## src/tcpd_pkg.sv

```systemverilog
// constants and carrier types for the type-c phy enable decoder
// assumes a single core clock domain and a plain one-cycle register port
package tcpd_pkg;

	localparam int TCPD_NUM_ATTACH = 3;
	localparam int TCPD_NUM_TC = 2;
	localparam int TCPD_NUM_PHY = 5;
	localparam int TCPD_ADDR_W = 8;
	localparam int TCPD_DATA_W = 32;

	// phy enable vector layout
	localparam int TCPD_PHY_LEGACY_BIT = 0;
	localparam int TCPD_PHY_A_LSB = 1;
	localparam int TCPD_PHY_B_LSB = 3;

	// register byte offsets
	localparam logic [7:0] TCPD_CTRL_OFS = 8'h00;
	localparam logic [7:0] TCPD_FORCE_OFF_OFS = 8'h04;
	localparam logic [7:0] TCPD_STATUS_OFS = 8'h08;
	localparam logic [7:0] TCPD_PINS_OFS = 8'h0C;

	// ctrl fields
	localparam int TCPD_CTRL_EN_BIT = 0;
	localparam logic TCPD_CTRL_EN_RST = 1'h1;
	localparam logic [4:0] TCPD_FORCE_OFF_RST = 5'h00;

	// pins readback field positions
	localparam int TCPD_PINS_ATT_LSB = 0;
	localparam int TCPD_PINS_ORIENT_LSB = 3;
	localparam int TCPD_PINS_MUXA_LSB = 5;
	localparam int TCPD_PINS_MUXB_LSB = 7;
	localparam int TCPD_PINS_POL_BIT = 9;
	localparam int TCPD_PINS_SCHEME_BIT = 10;

	typedef enum logic [1:0] {
		TCPD_SCHEME_SEPARATE = 2'h1,
		TCPD_SCHEME_PER_ORIENT = 2'h2
	} tcpd_scheme_type;

	typedef struct packed {
		logic [TCPD_NUM_ATTACH-1:0] attach_in;
		logic [TCPD_NUM_TC-1:0] plug_orientation_in;
		logic [TCPD_NUM_TC-1:0] orient_a_attach_in;
		logic [TCPD_NUM_TC-1:0] orient_b_attach_in;
		logic attach_polarity_strap;
		logic scheme_select_strap;
	} tcpd_pins_type;

	typedef struct packed {
		logic wr;
		logic rd;
		logic [TCPD_ADDR_W-1:0] addr;
		logic [TCPD_DATA_W-1:0] wdata;
	} tcpd_bus_req_type;

endpackage

```

## src/tcpd_top.sv

```systemverilog
// type-c attach / orientation decode into superspeed phy enables
// assumes pins are asynchronous to clk and the register master never
// asserts read and write together
`timescale 1ns/1ps

module tcpd_top
	import tcpd_pkg::*;
(
	input wire logic clk,
	input wire logic rst_b,
	input wire tcpd_pins_type pins,
	input wire tcpd_bus_req_type bus_req,
	output logic [TCPD_DATA_W-1:0] rd_data,
	output logic [TCPD_NUM_PHY-1:0] phy_en
);

	localparam int PINS_W = $bits(tcpd_pins_type);

	tcpd_pins_type meta_r;
	tcpd_pins_type sync_r;
	logic ctrl_en_r;
	logic [TCPD_NUM_PHY-1:0] force_off_r;
	logic [TCPD_NUM_PHY-1:0] phy_en_r;
	logic [TCPD_NUM_PHY-1:0] phy_en_nxt;
	logic [TCPD_DATA_W-1:0] rd_data_r;
	logic [TCPD_DATA_W-1:0] rd_data_nxt;
	logic [TCPD_NUM_ATTACH-1:0] attach_act;
	logic [TCPD_NUM_TC-1:0] orient_is_b;
	logic [TCPD_NUM_TC-1:0] mux_a_act;
	logic [TCPD_NUM_TC-1:0] mux_b_act;
	tcpd_scheme_type scheme;

	// two-flop synchroniser; straps too, since they may settle after reset
	always_ff @(posedge clk or negedge rst_b) begin
		if (!rst_b) begin
			meta_r <= '0;
			sync_r <= '0;
		end else begin
			meta_r <= pins;
			sync_r <= meta_r;
		end
	end

	// polarity normalisation: attach, orientation and mux inputs become active high; straps are used as is
	always_comb begin
		attach_act = sync_r.attach_in ^ {TCPD_NUM_ATTACH{sync_r.attach_polarity_strap}};
		orient_is_b = sync_r.plug_orientation_in
			^ {TCPD_NUM_TC{sync_r.attach_polarity_strap}};
		mux_a_act = sync_r.orient_a_attach_in
			^ {TCPD_NUM_TC{sync_r.attach_polarity_strap}};
		mux_b_act = sync_r.orient_b_attach_in
			^ {TCPD_NUM_TC{sync_r.attach_polarity_strap}};
		scheme = sync_r.scheme_select_strap ? TCPD_SCHEME_PER_ORIENT
			: TCPD_SCHEME_SEPARATE;
	end

	// the legacy port has one phy and is driven by its attach in both schemes
	always_comb begin
		phy_en_nxt = '0;
		phy_en_nxt[TCPD_PHY_LEGACY_BIT] = attach_act[0];
		for (int i = 0; i < TCPD_NUM_TC; i++) begin
			case (scheme)
				TCPD_SCHEME_SEPARATE: begin
					phy_en_nxt[TCPD_PHY_A_LSB+i] = attach_act[i+1] & ~orient_is_b[i];
					phy_en_nxt[TCPD_PHY_B_LSB+i] = attach_act[i+1] & orient_is_b[i];
				end
				TCPD_SCHEME_PER_ORIENT: begin
					phy_en_nxt[TCPD_PHY_A_LSB+i] = mux_a_act[i];
					phy_en_nxt[TCPD_PHY_B_LSB+i] = mux_b_act[i];
				end
				default: begin
					phy_en_nxt[TCPD_PHY_A_LSB+i] = 1'h0;
					phy_en_nxt[TCPD_PHY_B_LSB+i] = 1'h0;
				end
			endcase
		end
		// software gating only removes power, it never forces a phy on
		if (!ctrl_en_r) begin
			phy_en_nxt = '0;
		end
		phy_en_nxt = phy_en_nxt & ~force_off_r;
	end

	always_ff @(posedge clk or negedge rst_b) begin
		if (!rst_b) begin
			phy_en_r <= '0;
		end else begin
			phy_en_r <= phy_en_nxt;
		end
	end

	// control registers
	always_ff @(posedge clk or negedge rst_b) begin
		if (!rst_b) begin
			ctrl_en_r <= TCPD_CTRL_EN_RST;
			force_off_r <= TCPD_FORCE_OFF_RST;
		end else if (bus_req.wr) begin
			case (bus_req.addr)
				TCPD_CTRL_OFS: begin
					ctrl_en_r <= bus_req.wdata[TCPD_CTRL_EN_BIT];
				end
				TCPD_FORCE_OFF_OFS: begin
					force_off_r <= bus_req.wdata[TCPD_NUM_PHY-1:0];
				end
				default: begin
				end
			endcase
		end
	end

	// read mux; unmapped addresses read zero
	always_comb begin
		rd_data_nxt = '0;
		if (bus_req.rd) begin
			case (bus_req.addr)
				TCPD_CTRL_OFS: begin
					rd_data_nxt[TCPD_CTRL_EN_BIT] = ctrl_en_r;
				end
				TCPD_FORCE_OFF_OFS: begin
					rd_data_nxt[TCPD_NUM_PHY-1:0] = force_off_r;
				end
				TCPD_STATUS_OFS: begin
					rd_data_nxt[TCPD_NUM_PHY-1:0] = phy_en_r;
				end
				TCPD_PINS_OFS: begin
					rd_data_nxt[PINS_W-1:0] = {sync_r.scheme_select_strap,
						sync_r.attach_polarity_strap, sync_r.orient_b_attach_in,
						sync_r.orient_a_attach_in, sync_r.plug_orientation_in,
						sync_r.attach_in};
				end
				default: begin
					rd_data_nxt = '0;
				end
			endcase
		end
	end

	// read data holds only in the cycle after the strobe
	always_ff @(posedge clk or negedge rst_b) begin
		if (!rst_b) begin
			rd_data_r <= '0;
		end else begin
			rd_data_r <= rd_data_nxt;
		end
	end

	assign rd_data = rd_data_r;
	assign phy_en = phy_en_r;

endmodule

```

## config.mk

```make
export PLATFORM = sky130hd
export DESIGN_NAME = tcpd_top
export DESIGN_NICKNAME = d
export VERILOG_FILES = /design/src/tcpd_pkg.sv /design/src/tcpd_top.sv
export SDC_FILE = /design/constraint.sdc
export NUM_CORES = 1
export LEC_CHECK = 0
export BUFFER_PORTS_ARGS = -buffer_cell sky130_fd_sc_hd__buf_2
export CAP_MARGIN = 30
export CELL_PAD_IN_SITES_DETAIL_PLACEMENT = 0
export CELL_PAD_IN_SITES_GLOBAL_PLACEMENT = 1
export CORE_MARGIN = 10
export CORE_UTILIZATION = 31
export CTS_BUF_LIST = sky130_fd_sc_hd__clkbuf_2 sky130_fd_sc_hd__clkbuf_4 sky130_fd_sc_hd__clkbuf_8
export DETAILED_ROUTE_END_ITERATION = 12
export PLACE_DENSITY = 0.81
export SLEW_MARGIN = 40
export SYNTH_ARGS = -nofsm -noshare
export SYNTH_HDL_FRONTEND = slang
export SYNTH_SLANG_ARGS = --single-unit
```

## constraint.sdc

```tcl
create_clock -name clk -period 1.1 [get_ports clk]
set_clock_uncertainty 0.05 [all_clocks]
set_input_delay 0 -clock clk [delete_from_list [all_inputs] [get_ports clk]]
set_output_delay 0 -clock clk [all_outputs]
set_load 0.03 [all_outputs]
```

==> results by group, run 1 <==
Run status
  – Status: finished with violations
  – Violated checks: negative setup slack

Pwr
  – Clk pwr share: 38.1%
  – Combinational power share: 12.1%
  – Sequential power share: around 50%
  – Lkg Pwr: about 1.2 nW
  – VDD IR-drop max: between 0.0005 and 0.0006 V
  – Switching power share of the total: 22.9%
  – Cell-internal power: between 2 and 3 mW
  – Power Density: 1400 nW/µm²
  – Switching pwr: 0.789 mW

Clocking
  – Clock Tree Root: clkbuf_8
  – Clk buf depth: 2
  – Clk sinks: 44
  – Clock Latency Late Sink: ~290 ps
  – Clock-pin slew on the worst setup and hold paths: around 80 ps
  – TritonCTS clock tree: built
  – CTS Buf Count: 5
  – CTS H-Tree Depth: 2

Timing
  – Final Hold Viols: 0
  – Final setup margin: -133 ps
  – Fmax achieved: 811 MHz
  – Hold WS: approximately 44 ps
  – Crit share post-route: 112%
  – Final slew viol count: 0
  – Setup total negative slack: -472 ps
  – RSZ-0062 raised after global routing: true
  – Setup violators final: 6
  – Crit path time final: 1230 ps

Critical path
  – Slowest-stage cell, CP: dfrtp_2
  – Kind of start point of the critical path: register
  – Worst Setup End Kind: register
  – WP buf/inv: 2
  – Critical path data required time: 1220 ps
  – WS Path Type: reg -> reg
  – Delay-heaviest family, CP: flip-flops
  – Flop2flop setup slack: -130 ps
  – Peak per-stage delay on the critical path: 460 ps
  – Most used cell, CP: buf_4
  – WP data arrival: 1350 ps
  – Worst-path cell chain: buf_4 -> buf_4 -> a221oi_4 -> nor4_2
  – Largest fanout on the critical path: 6

Die
  – I/O Pins: 92
  – Rows: 27
  – Core Region: 5470 µm²
  – Initial Utilization: 31.9%
  – Die Y: 95.0 µm
  – Die Area: 9030 µm²
  – Die Wd: 95.0 µm

Place
  – Post-placement worst setup slack: -206 ps
  – Placer Congestion: 0.730
  – DP HPWL: 2910 µm
  – I/O Buffers: between 40 and 50

Finish
  – Layout cells sized above 1: between 40% and 50%
  – Filler cells: 524
  – Most common cell after layout, fill and taps aside: buf_2
  – Post-Route Utilization: 45.1%
  – Nets: 262
  – Layout area overhead: 41.5%
  – Most frequent cells in the layout: buf_2, dfrtp_1, conb_1, dlygate4sd3_1, buf_4
  – Final antenna diode count: 0

Run
  – Maxcap violations: 0

Global route
  – Vias in the first global route: 1342
  – GR Util All Layers: 8.68%
  – First-pass GRT wire length: 6160 µm
  – GR peak layer: met2
  – GRT met2 Usage: 14.8%
  – GR Util met3: 3.69%
  – Largest net degree at the start of global routing: 27
  – Met1 GRT Util: 9.50%
  – Grt ovf: 0
  – Initial antenna violation count: 0

Yosys
  – Yosys cell types: 26
  – Synth Register Bits: between 40 and 50
  – Synthesized area: 1740 µm²
  – Avg Cell Area, Syn: 13.4 µm²
  – Proportion of synthesized area in mux cells: 7.75%
  – Post-Synth Adder-Cell Area: 0%
  – Main synth FF type: dfrtp_1
  – Synth Area in Compound Gates: about 6.0%
  – Synth Warn #: 0
  – Post-Syn Instances: 130
  – Largest family of logic cells by synthesized area: buffers and inverters
  – Post-synthesis async set-or-reset flop share: between 90% and 100%
  – Fraction of synthesized cell area in xor and xnor cells: 0.502%
  – Synth Area in Simple Gates: 11.0%
  – EDFF count, synth: 0
  – Seq/Total Area, Yosys: between 60% and 70%

Route
  – DRT iter0 DRCs: 51
  – Routed wire length: 3690 µm
  – DR pass1 iterations: 4
  – ANT nets after route: 0
  – Wire length per cell: 13.2 µm
  – Post-DR vias/cell: 4.11
  – Drt drc: 0
  – Vias: 1152

Worst hold path
  – Hold Crit Class: in -> reg
[registers in the layout, indices dropped and copies added, names as in the netlist]
name	count
ctrl_en_r	1
force_off_r	5
meta_r	11
phy_en	5
rd_data	11
sync_r	11
[synthesized netlist by cell type, types with 2 or more instances]
cell,count,area [µm²]
nor2_1,8,30.0
a221oi_1,7,61.3
mux2_2,10,113
and2_1,6,37.5
buf_4,21,158
inv_1,7,26.3
a22oi_1,4,30.0
buf_2,2,10.0
nor2b_1,4,25.0
nor4_1,3,18.8
dfrtp_1,43,1080
[layer usage]
| layer | up-vias | wire, µm |
|---|---|---|
| met2 | 43 | 1810 |
| met3 | 5 | 300 |
| met1 | 550 | 1530 |
| met4 | 0 | 46 |
| li1 | 554 | - |
| met5 | - | 0 |
[cell type report]
type	count	area (µm²)	share of cell area, %
Clock inverter	1	30.0	1.22
Inverter	7	26.3	1.06
Timing Repair Buffer	74	509	20.6
Clock buffer	7	96.3	3.90
Sequential cell	44	1110	45.0
Tap cell	72	90.1	3.65
Multi-Input combinational cell	75	607	24.6
[power by group through the flow]
stage / Combinational [mW] / Sequential, mW / Clock [mW]
final: 0.418 / 1.72 / 1.31
after global routing: 0.459 / 1.72 / 1.43
after CTS: 0.402 / 1.71 / 1.35
after detailed placement: 0.331 / 1.74 / 0
after global placement: 0.326 / 1.74 / 0
after floorplan: 0.242 / 1.74 / 0
[worst min-delay path, stage by stage]
cell and delay, ps:
buf_2 120, nand4_1 80, mux2_2 150
[metrics by stage]
stage,cells,cell area (µm²),total power [mW]
after floorplan,150,1830,1.98
after global placement,252,2060,2.07
after detailed placement,252,2060,2.07
after CTS,280,2420,3.46
after global routing,280,2470,3.61
final,280,2470,3.44
[path summary, 6_finish.rpt]
check / from / depth (start not counted) / end
max: sync_r[0] / 4 / phy_en[2]
min: bus_req[41] / 3 / ctrl_en_r
max reg2reg: sync_r[0] / 4 / phy_en[2]
min reg2reg: meta_r[3] / 0 / sync_r[3]
max in group asynchronous: rst_b / 3 / ctrl_en_r
min in group asynchronous: rst_b / 2 / phy_en[4]
[what timing repair did]
item,CTS,global route
hold buffers,18,0
setup buffers,2,0
resized for setup,10,9
hold endpoints to repair,61,0
cloned,0,0
pin swaps,3,1
endpoints found under the setup margin,7,9
[kinds of logic (layout without fill, tap and decap cells)]
family / Yosys count / after routing
AO/OA/AOI/OAI: 13 / 13
AND/OR/NAND/NOR: 29 / 29
buffers and inverters: 31 / 89
XOR/XNOR: 1 / 1
multiplexers: 11 / 11
other: 1 / 21
flip-flops: 44 / 44
Power figures use the tool's default switching activity.
==> run 2, diff against run 1 <==
==> constraint.sdc (replaced) <==
create_clock -name clk -period 1.1 [get_ports clk]
set_clock_uncertainty 0.05 [all_clocks]
set_input_delay 0 -clock clk [delete_from_list [all_inputs] [get_ports clk]]
set_output_delay 0 -clock clk [all_outputs]
set_load 0.02 [all_outputs]
==> results by group, run 2 (same netlist as run 1, synthesis figures left out) <==
Run status
  – Status: finished with violations
  – Violated checks: negative setup slack

Critical path
  – Largest fanout on the critical path: 7
  – Critical path data required time: 1240 ps
  – WS Path Type: reg -> reg
  – Worst-path cell chain: nor2_4 -> a21oi_1 -> a2111oi_2
  – Cell count of the worst reg-to-reg path: 3
  – WP depth: 3
  – WP data arrival: ~1300 ps
  – Peak per-stage delay on the critical path: 490 ps
  – WP buf/inv: 0
  – Slowest-stage cell, CP: dfrtp_2
  – Crit path from: sync_r[0]
  – Reg2reg start: sync_r[0]
  – Delay-heaviest family, CP: flip-flops
  – Worst Setup End Kind: register
  – Kind of start point of the critical path: register

Worst hold path
  – Hold path cells: 3
  – Worst Hold Launch: bus_req[41]
  – Hold Crit Class: in -> reg

Global route
  – Initial antenna violation count: 0
  – GR Util All Layers: 8.66%
  – Vias in the first global route: 1353
  – Largest net degree at the start of global routing: 27
  – First-pass GRT wire length: 6210 µm
  – Grt ovf: 0

Clocking
  – Clock-pin slew on the worst setup and hold paths: 90 ps
  – Clk buf depth: 2
  – Clk sinks: 44
  – CTS Buf Count: 5
  – Clock Latency Late Sink: around 300 ps
  – TritonCTS clock tree: built
  – CTS H-Tree Depth: 2
  – Clock Tree Root: clkbuf_8

Die
  – Rows: 27
  – Die Area: 9030 µm²
  – Core Region: about 5500 µm²
  – Die Y: 95.0 µm
  – Initial Utilization: 31.9%
  – Die Wd: about 95 µm
  – I/O Pins: 92

Finish
  – Area of the multi-input gates: 623 µm²
  – Nets: 260
  – Non-Filler Instances: 278
  – Most common cell after layout, fill and taps aside: buf_2
  – Filler cells: 540
  – Register area: 1110 µm²
  – Final antenna diode count: 0
  – Layout area overhead: 39.3%
  – Most frequent cells in the layout: buf_2, dfrtp_1, conb_1, dlygate4sd3_1, buf_4
  – Layout cells sized above 1: a little under half

Route
  – DRT iter0 DRCs: 46
  – DR pass1 iterations: 5
  – Wire length per cell: 13.8 µm
  – Post-DR vias/cell: 4.16
  – Vias: between 1000 and 1500
  – Routed wire length: roughly 3800 µm
  – Drt drc: 0
  – ANT nets after route: 0

Timing
  – Crit path time final: 1170 ps
  – Final slew viol count: 0
  – Final Hold Viols: 0
  – Crit share post-route: 106%
  – Setup violators final: 6
  – Hold WS: 33.9 ps
  – RSZ-0062 raised after global routing: true
  – Fmax achieved: ~860 MHz
  – Final setup margin: -67.3 ps

Pwr
  – Switching pwr: 0.822 mW
  – Power Density: 1290 nW/µm²
  – Switching power share of the total: 26.3%
  – Lkg Pwr: approximately 1.2 nW
  – Combinational power share: 12.3%
  – Sequential power share: a little under three fifths
  – VDD IR-drop max: 0.000523 V
  – Clk pwr share: 32.6%
  – Cell-internal power: between 2 and 2.5 mW

Place
  – DP Cell Count: around 250
  – Post-placement worst setup slack: -217 ps
  – I/O Buffers: 43
  – DP HPWL: 2960 µm
  – Placer Congestion: 0.767

Run
  – Maxcap violations: 0
[run 2: cell types whose count changed in the layout (fill, tap and decap cells not counted), moves of 2 or more]
cell        before  now
nor2_2           2    0
dfrtp_2          6    3
a221oi_1         5    1
clkbuf_8         7    5
a221oi_2         1    6
nor2_4           0    2
dfrtp_1         37   40
clkinvlp_4       0    2
[run 2: worst reg2reg max path: stages, from the launching register on]
cell and delay [ps]:
dfrtp_2 490, nor2_4 140, a21oi_1 90, a2111oi_2 300
[run 2: power by group through the flow]
stage	combinational (mW)	sequential, mW	clock, mW
4_1_cts	0.365	1.72	1.06
2_1_floorplan	0.212	1.74	0
5_1_grt	0.421	1.73	1.14
6_report	0.383	1.72	1.02
3_5_place_dp	0.297	1.74	0
3_3_place_gp	0.290	1.74	0
[run 2: final timing paths]
kind	to	slack (ps)
max	phy_en[4]	-70
max reg2reg	phy_en[4]	-70
min	ctrl_en_r	30
min reg2reg	sync_r[8]	300
max in group asynchronous	ctrl_en_r	440
min in group asynchronous	rd_data[1]	50
[run 2: metrics by stage]
stage                     instance area, µm²  total power, mW  setup TNS [ps]  utilization [%]
final                                   2430             3.12            -316             44.4
after global routing                    2430             3.29            -693             44.4
after CTS                               2370             3.14            -160             43.4
after floorplan                         1820             1.95            -184                -
after global placement                  2050             2.03            -566             37.5
after detailed placement                2050             2.04            -879             37.5
[run 2: per-layer routing]
metal / vias to the layer above / GRT usage, % / routed length (µm)
met5: - / 0 / 0
met4: 0 / 2.99 / 42
met3: 6 / 3.69 / 308
met2: 47 / 14.2 / 1850
met1: 548 / 9.91 / 1640
li1: 556 / - / -
[run 2: layout make-up]
type,count,area share (%)
well taps,72,3.71
clock inverters,3,0.978
repair buffers,72,20.2
inverters,7,1.08
clock buffers,5,2.83
multi-input cells,75,25.6
flip-flops and latches,44,45.5
[run 2: repair_timing]
action / 4_1_cts / 5_1_grt
gates resized for setup: 15 / 11
hold buffers: 17 / 0
hold endpoints to repair: 60 / 0
pin swaps: 1 / 2
setup buffers: 0 / 1
setup endpoints to repair: 6 / 9
==> run 3, diff against run 2 <==
--- a/config.mk
+++ b/config.mk
@@ -14,6 +14,7 @@
 export CTS_BUF_LIST = sky130_fd_sc_hd__clkbuf_2 sky130_fd_sc_hd__clkbuf_4 sky130_fd_sc_hd__clkbuf_8
 export DETAILED_ROUTE_END_ITERATION = 12
 export PLACE_DENSITY = 0.81
+export REMOVE_ABC_BUFFERS = 1
 export SLEW_MARGIN = 40
 export SYNTH_ARGS = -nofsm -noshare
 export SYNTH_HDL_FRONTEND = slang
==> results by group, run 3 (same netlist as run 1, synthesis figures left out) <==
Finish
  – Most frequent cells in the layout: buf_2, dfrtp_1, conb_1, dlygate4sd3_1, buf_4
  – Fin area: 2480 µm²
  – Layout cells sized above 1: 47.1%
  – Final antenna diode count: 0
  – Post-Route Utilization: 45.3%
  – Most common cell after layout, fill and taps aside: buf_2
  – Non-Filler Instances: 282
  – Nets: 264
  – Layout area overhead: 42.3%
  – Filler cells: 529

Timing
  – Final setup margin: -145 ps
  – Crit path time final: between 1000 and 1500 ps
  – Fmax achieved: 803 MHz
  – Final Hold Viols: 0
  – Setup violators final: 5
  – Final slew viol count: 0
  – Hold WS: 21.6 ps
  – Crit share post-route: 113%
  – RSZ-0062 raised after global routing: true
  – Setup total negative slack: -529 ps

Die
  – I/O Pins: 92
  – Rows: 27
  – Die Wd: approximately 95 µm
  – Die Y: about 95 µm
  – Core Region: around 5500 µm²
  – Die Area: 9030 µm²
  – Initial Utilization: 31.9%

Global route
  – Largest net degree at the start of global routing: 25
  – First-pass GRT wire length: 5960 µm
  – Initial antenna violation count: 0
  – GR Util All Layers: 8.53%
  – Grt ovf: 0
  – Vias in the first global route: 1285

Critical path
  – Slowest-stage cell, CP: dfrtp_2
  – Critical path data required time: 1230 ps
  – Worst-path cell chain: buf_6 -> buf_6 -> a221oi_2 -> nor4_1
  – Most used cell, CP: buf_6
  – WS Path Type: reg -> reg
  – Largest fanout on the critical path: 6
  – Worst Setup End Kind: register
  – WP data arrival: 1370 ps
  – Peak per-stage delay on the critical path: between 400 and 500 ps
  – Kind of start point of the critical path: register

Clocking
  – Clk buf depth: 2
  – TritonCTS clock tree: built
  – Clock Tree Root: clkbuf_8
  – Clock Latency Late Sink: 300 ps
  – Clk sinks: 44
  – CTS Buf Count: 5
  – CTS H-Tree Depth: 2
  – Clock-pin slew on the worst setup and hold paths: 80 ps

Route
  – DR pass1 iterations: 4
  – Wire length per cell: 13.7 µm
  – Drt drc: 0
  – DRT iter0 DRCs: 30
  – Routed wire length: 3860 µm
  – Post-DR vias/cell: ~4.2
  – Vias: 1195
  – ANT nets after route: 0

Pwr
  – VDD IR-drop max: 0.000453 V
  – Power Density: 1350 nW/µm²
  – Total power: around 3.3 mW
  – Lkg Pwr: approximately 1.2 nW

Place
  – DP HPWL: 2810 µm
  – Post-placement worst setup slack: -174 ps
  – DP Cell Count: 250
  – DP Area: 2030 µm²
  – Placer Congestion: around 0.79
  – I/O Buffers: 43

Worst hold path
  – Hold Crit Class: in -> reg

Run status
  – Violated checks: negative setup slack
  – Status: finished with violations

Run
  – Maxcap violations: 0
[run 3: changes by cell type in the layout (fill, tap and decap cells not counted), sizes merged]
cell	delta
bufinv	+1
buf	+3
dlygate4sd3	+1
clkinvlp	-2
clkbuf	+1
[run 3: area by class of cell]
class / instances / area [µm²] / area share, %
Clock buffer: 6 / 76.3 / 3.08
Clock inverter: 2 / 35.0 / 1.41
Inverter: 7 / 26.3 / 1.06
Multi-Input combinational cell: 75 / 619 / 25.0
Sequential cell: 44 / 1110 / 44.6
Tap cell: 72 / 90.1 / 3.63
Timing Repair Buffer: 76 / 528 / 21.3
[run 3: power breakdown]
part | internal (mW) | leakage [nW] | switching, mW
Clock | 0.698 | 0.0586 | 0.527
Combinational | 0.187 | 0.629 | 0.210
Sequential | 1.68 | 0.556 | 0.0443
Total | 2.56 | 1.24 | 0.782
[run 3: final timing paths]
path / startpoint / end / slack [ps] / depth (start not counted)
worst max-delay path: sync_r[0] / phy_en[3] / -150 / 4
worst min-delay path: bus_req[41] / ctrl_en_r / 20 / 3
worst max register to register: sync_r[0] / phy_en[3] / -150 / 4
worst min register to register: meta_r[10] / sync_r[10] / 300 / 0
max in group asynchronous: rst_b / sync_r[1] / 470 / 3
min in group asynchronous: rst_b / rd_data[4] / 70 / 2
[run 3: repair_timing]
| item | CTS | global route |
|---|---|---|
| cloned | 0 | 0 |
| hold endpoints to repair | 66 | 0 |
| resized for setup | 8 | 19 |
| hold buffers | 18 | 0 |
| endpoints found under the setup margin | 6 | 14 |
| buffers inserted | 3 | 3 |
| pin swaps | 3 | 4 |
[run 3: routing by layer]
metal  global-route usage, %  vias up  share of wire [%]
li1                        -      565                  -
met2                    12.9       53                 49
met1                    10.2      569                 42
met4                    3.74        0                1.6
met5                       0        -                  0
met3                    4.01        8                8.0
[run 3: critical path, delay by kind of cell (launching register included)]
kind	cells	cell delay, ps
buffers and inverters	2	270
and+or+nand+nor	1	80
DFF	1	470
AOI/OAI and AO/OA	1	250
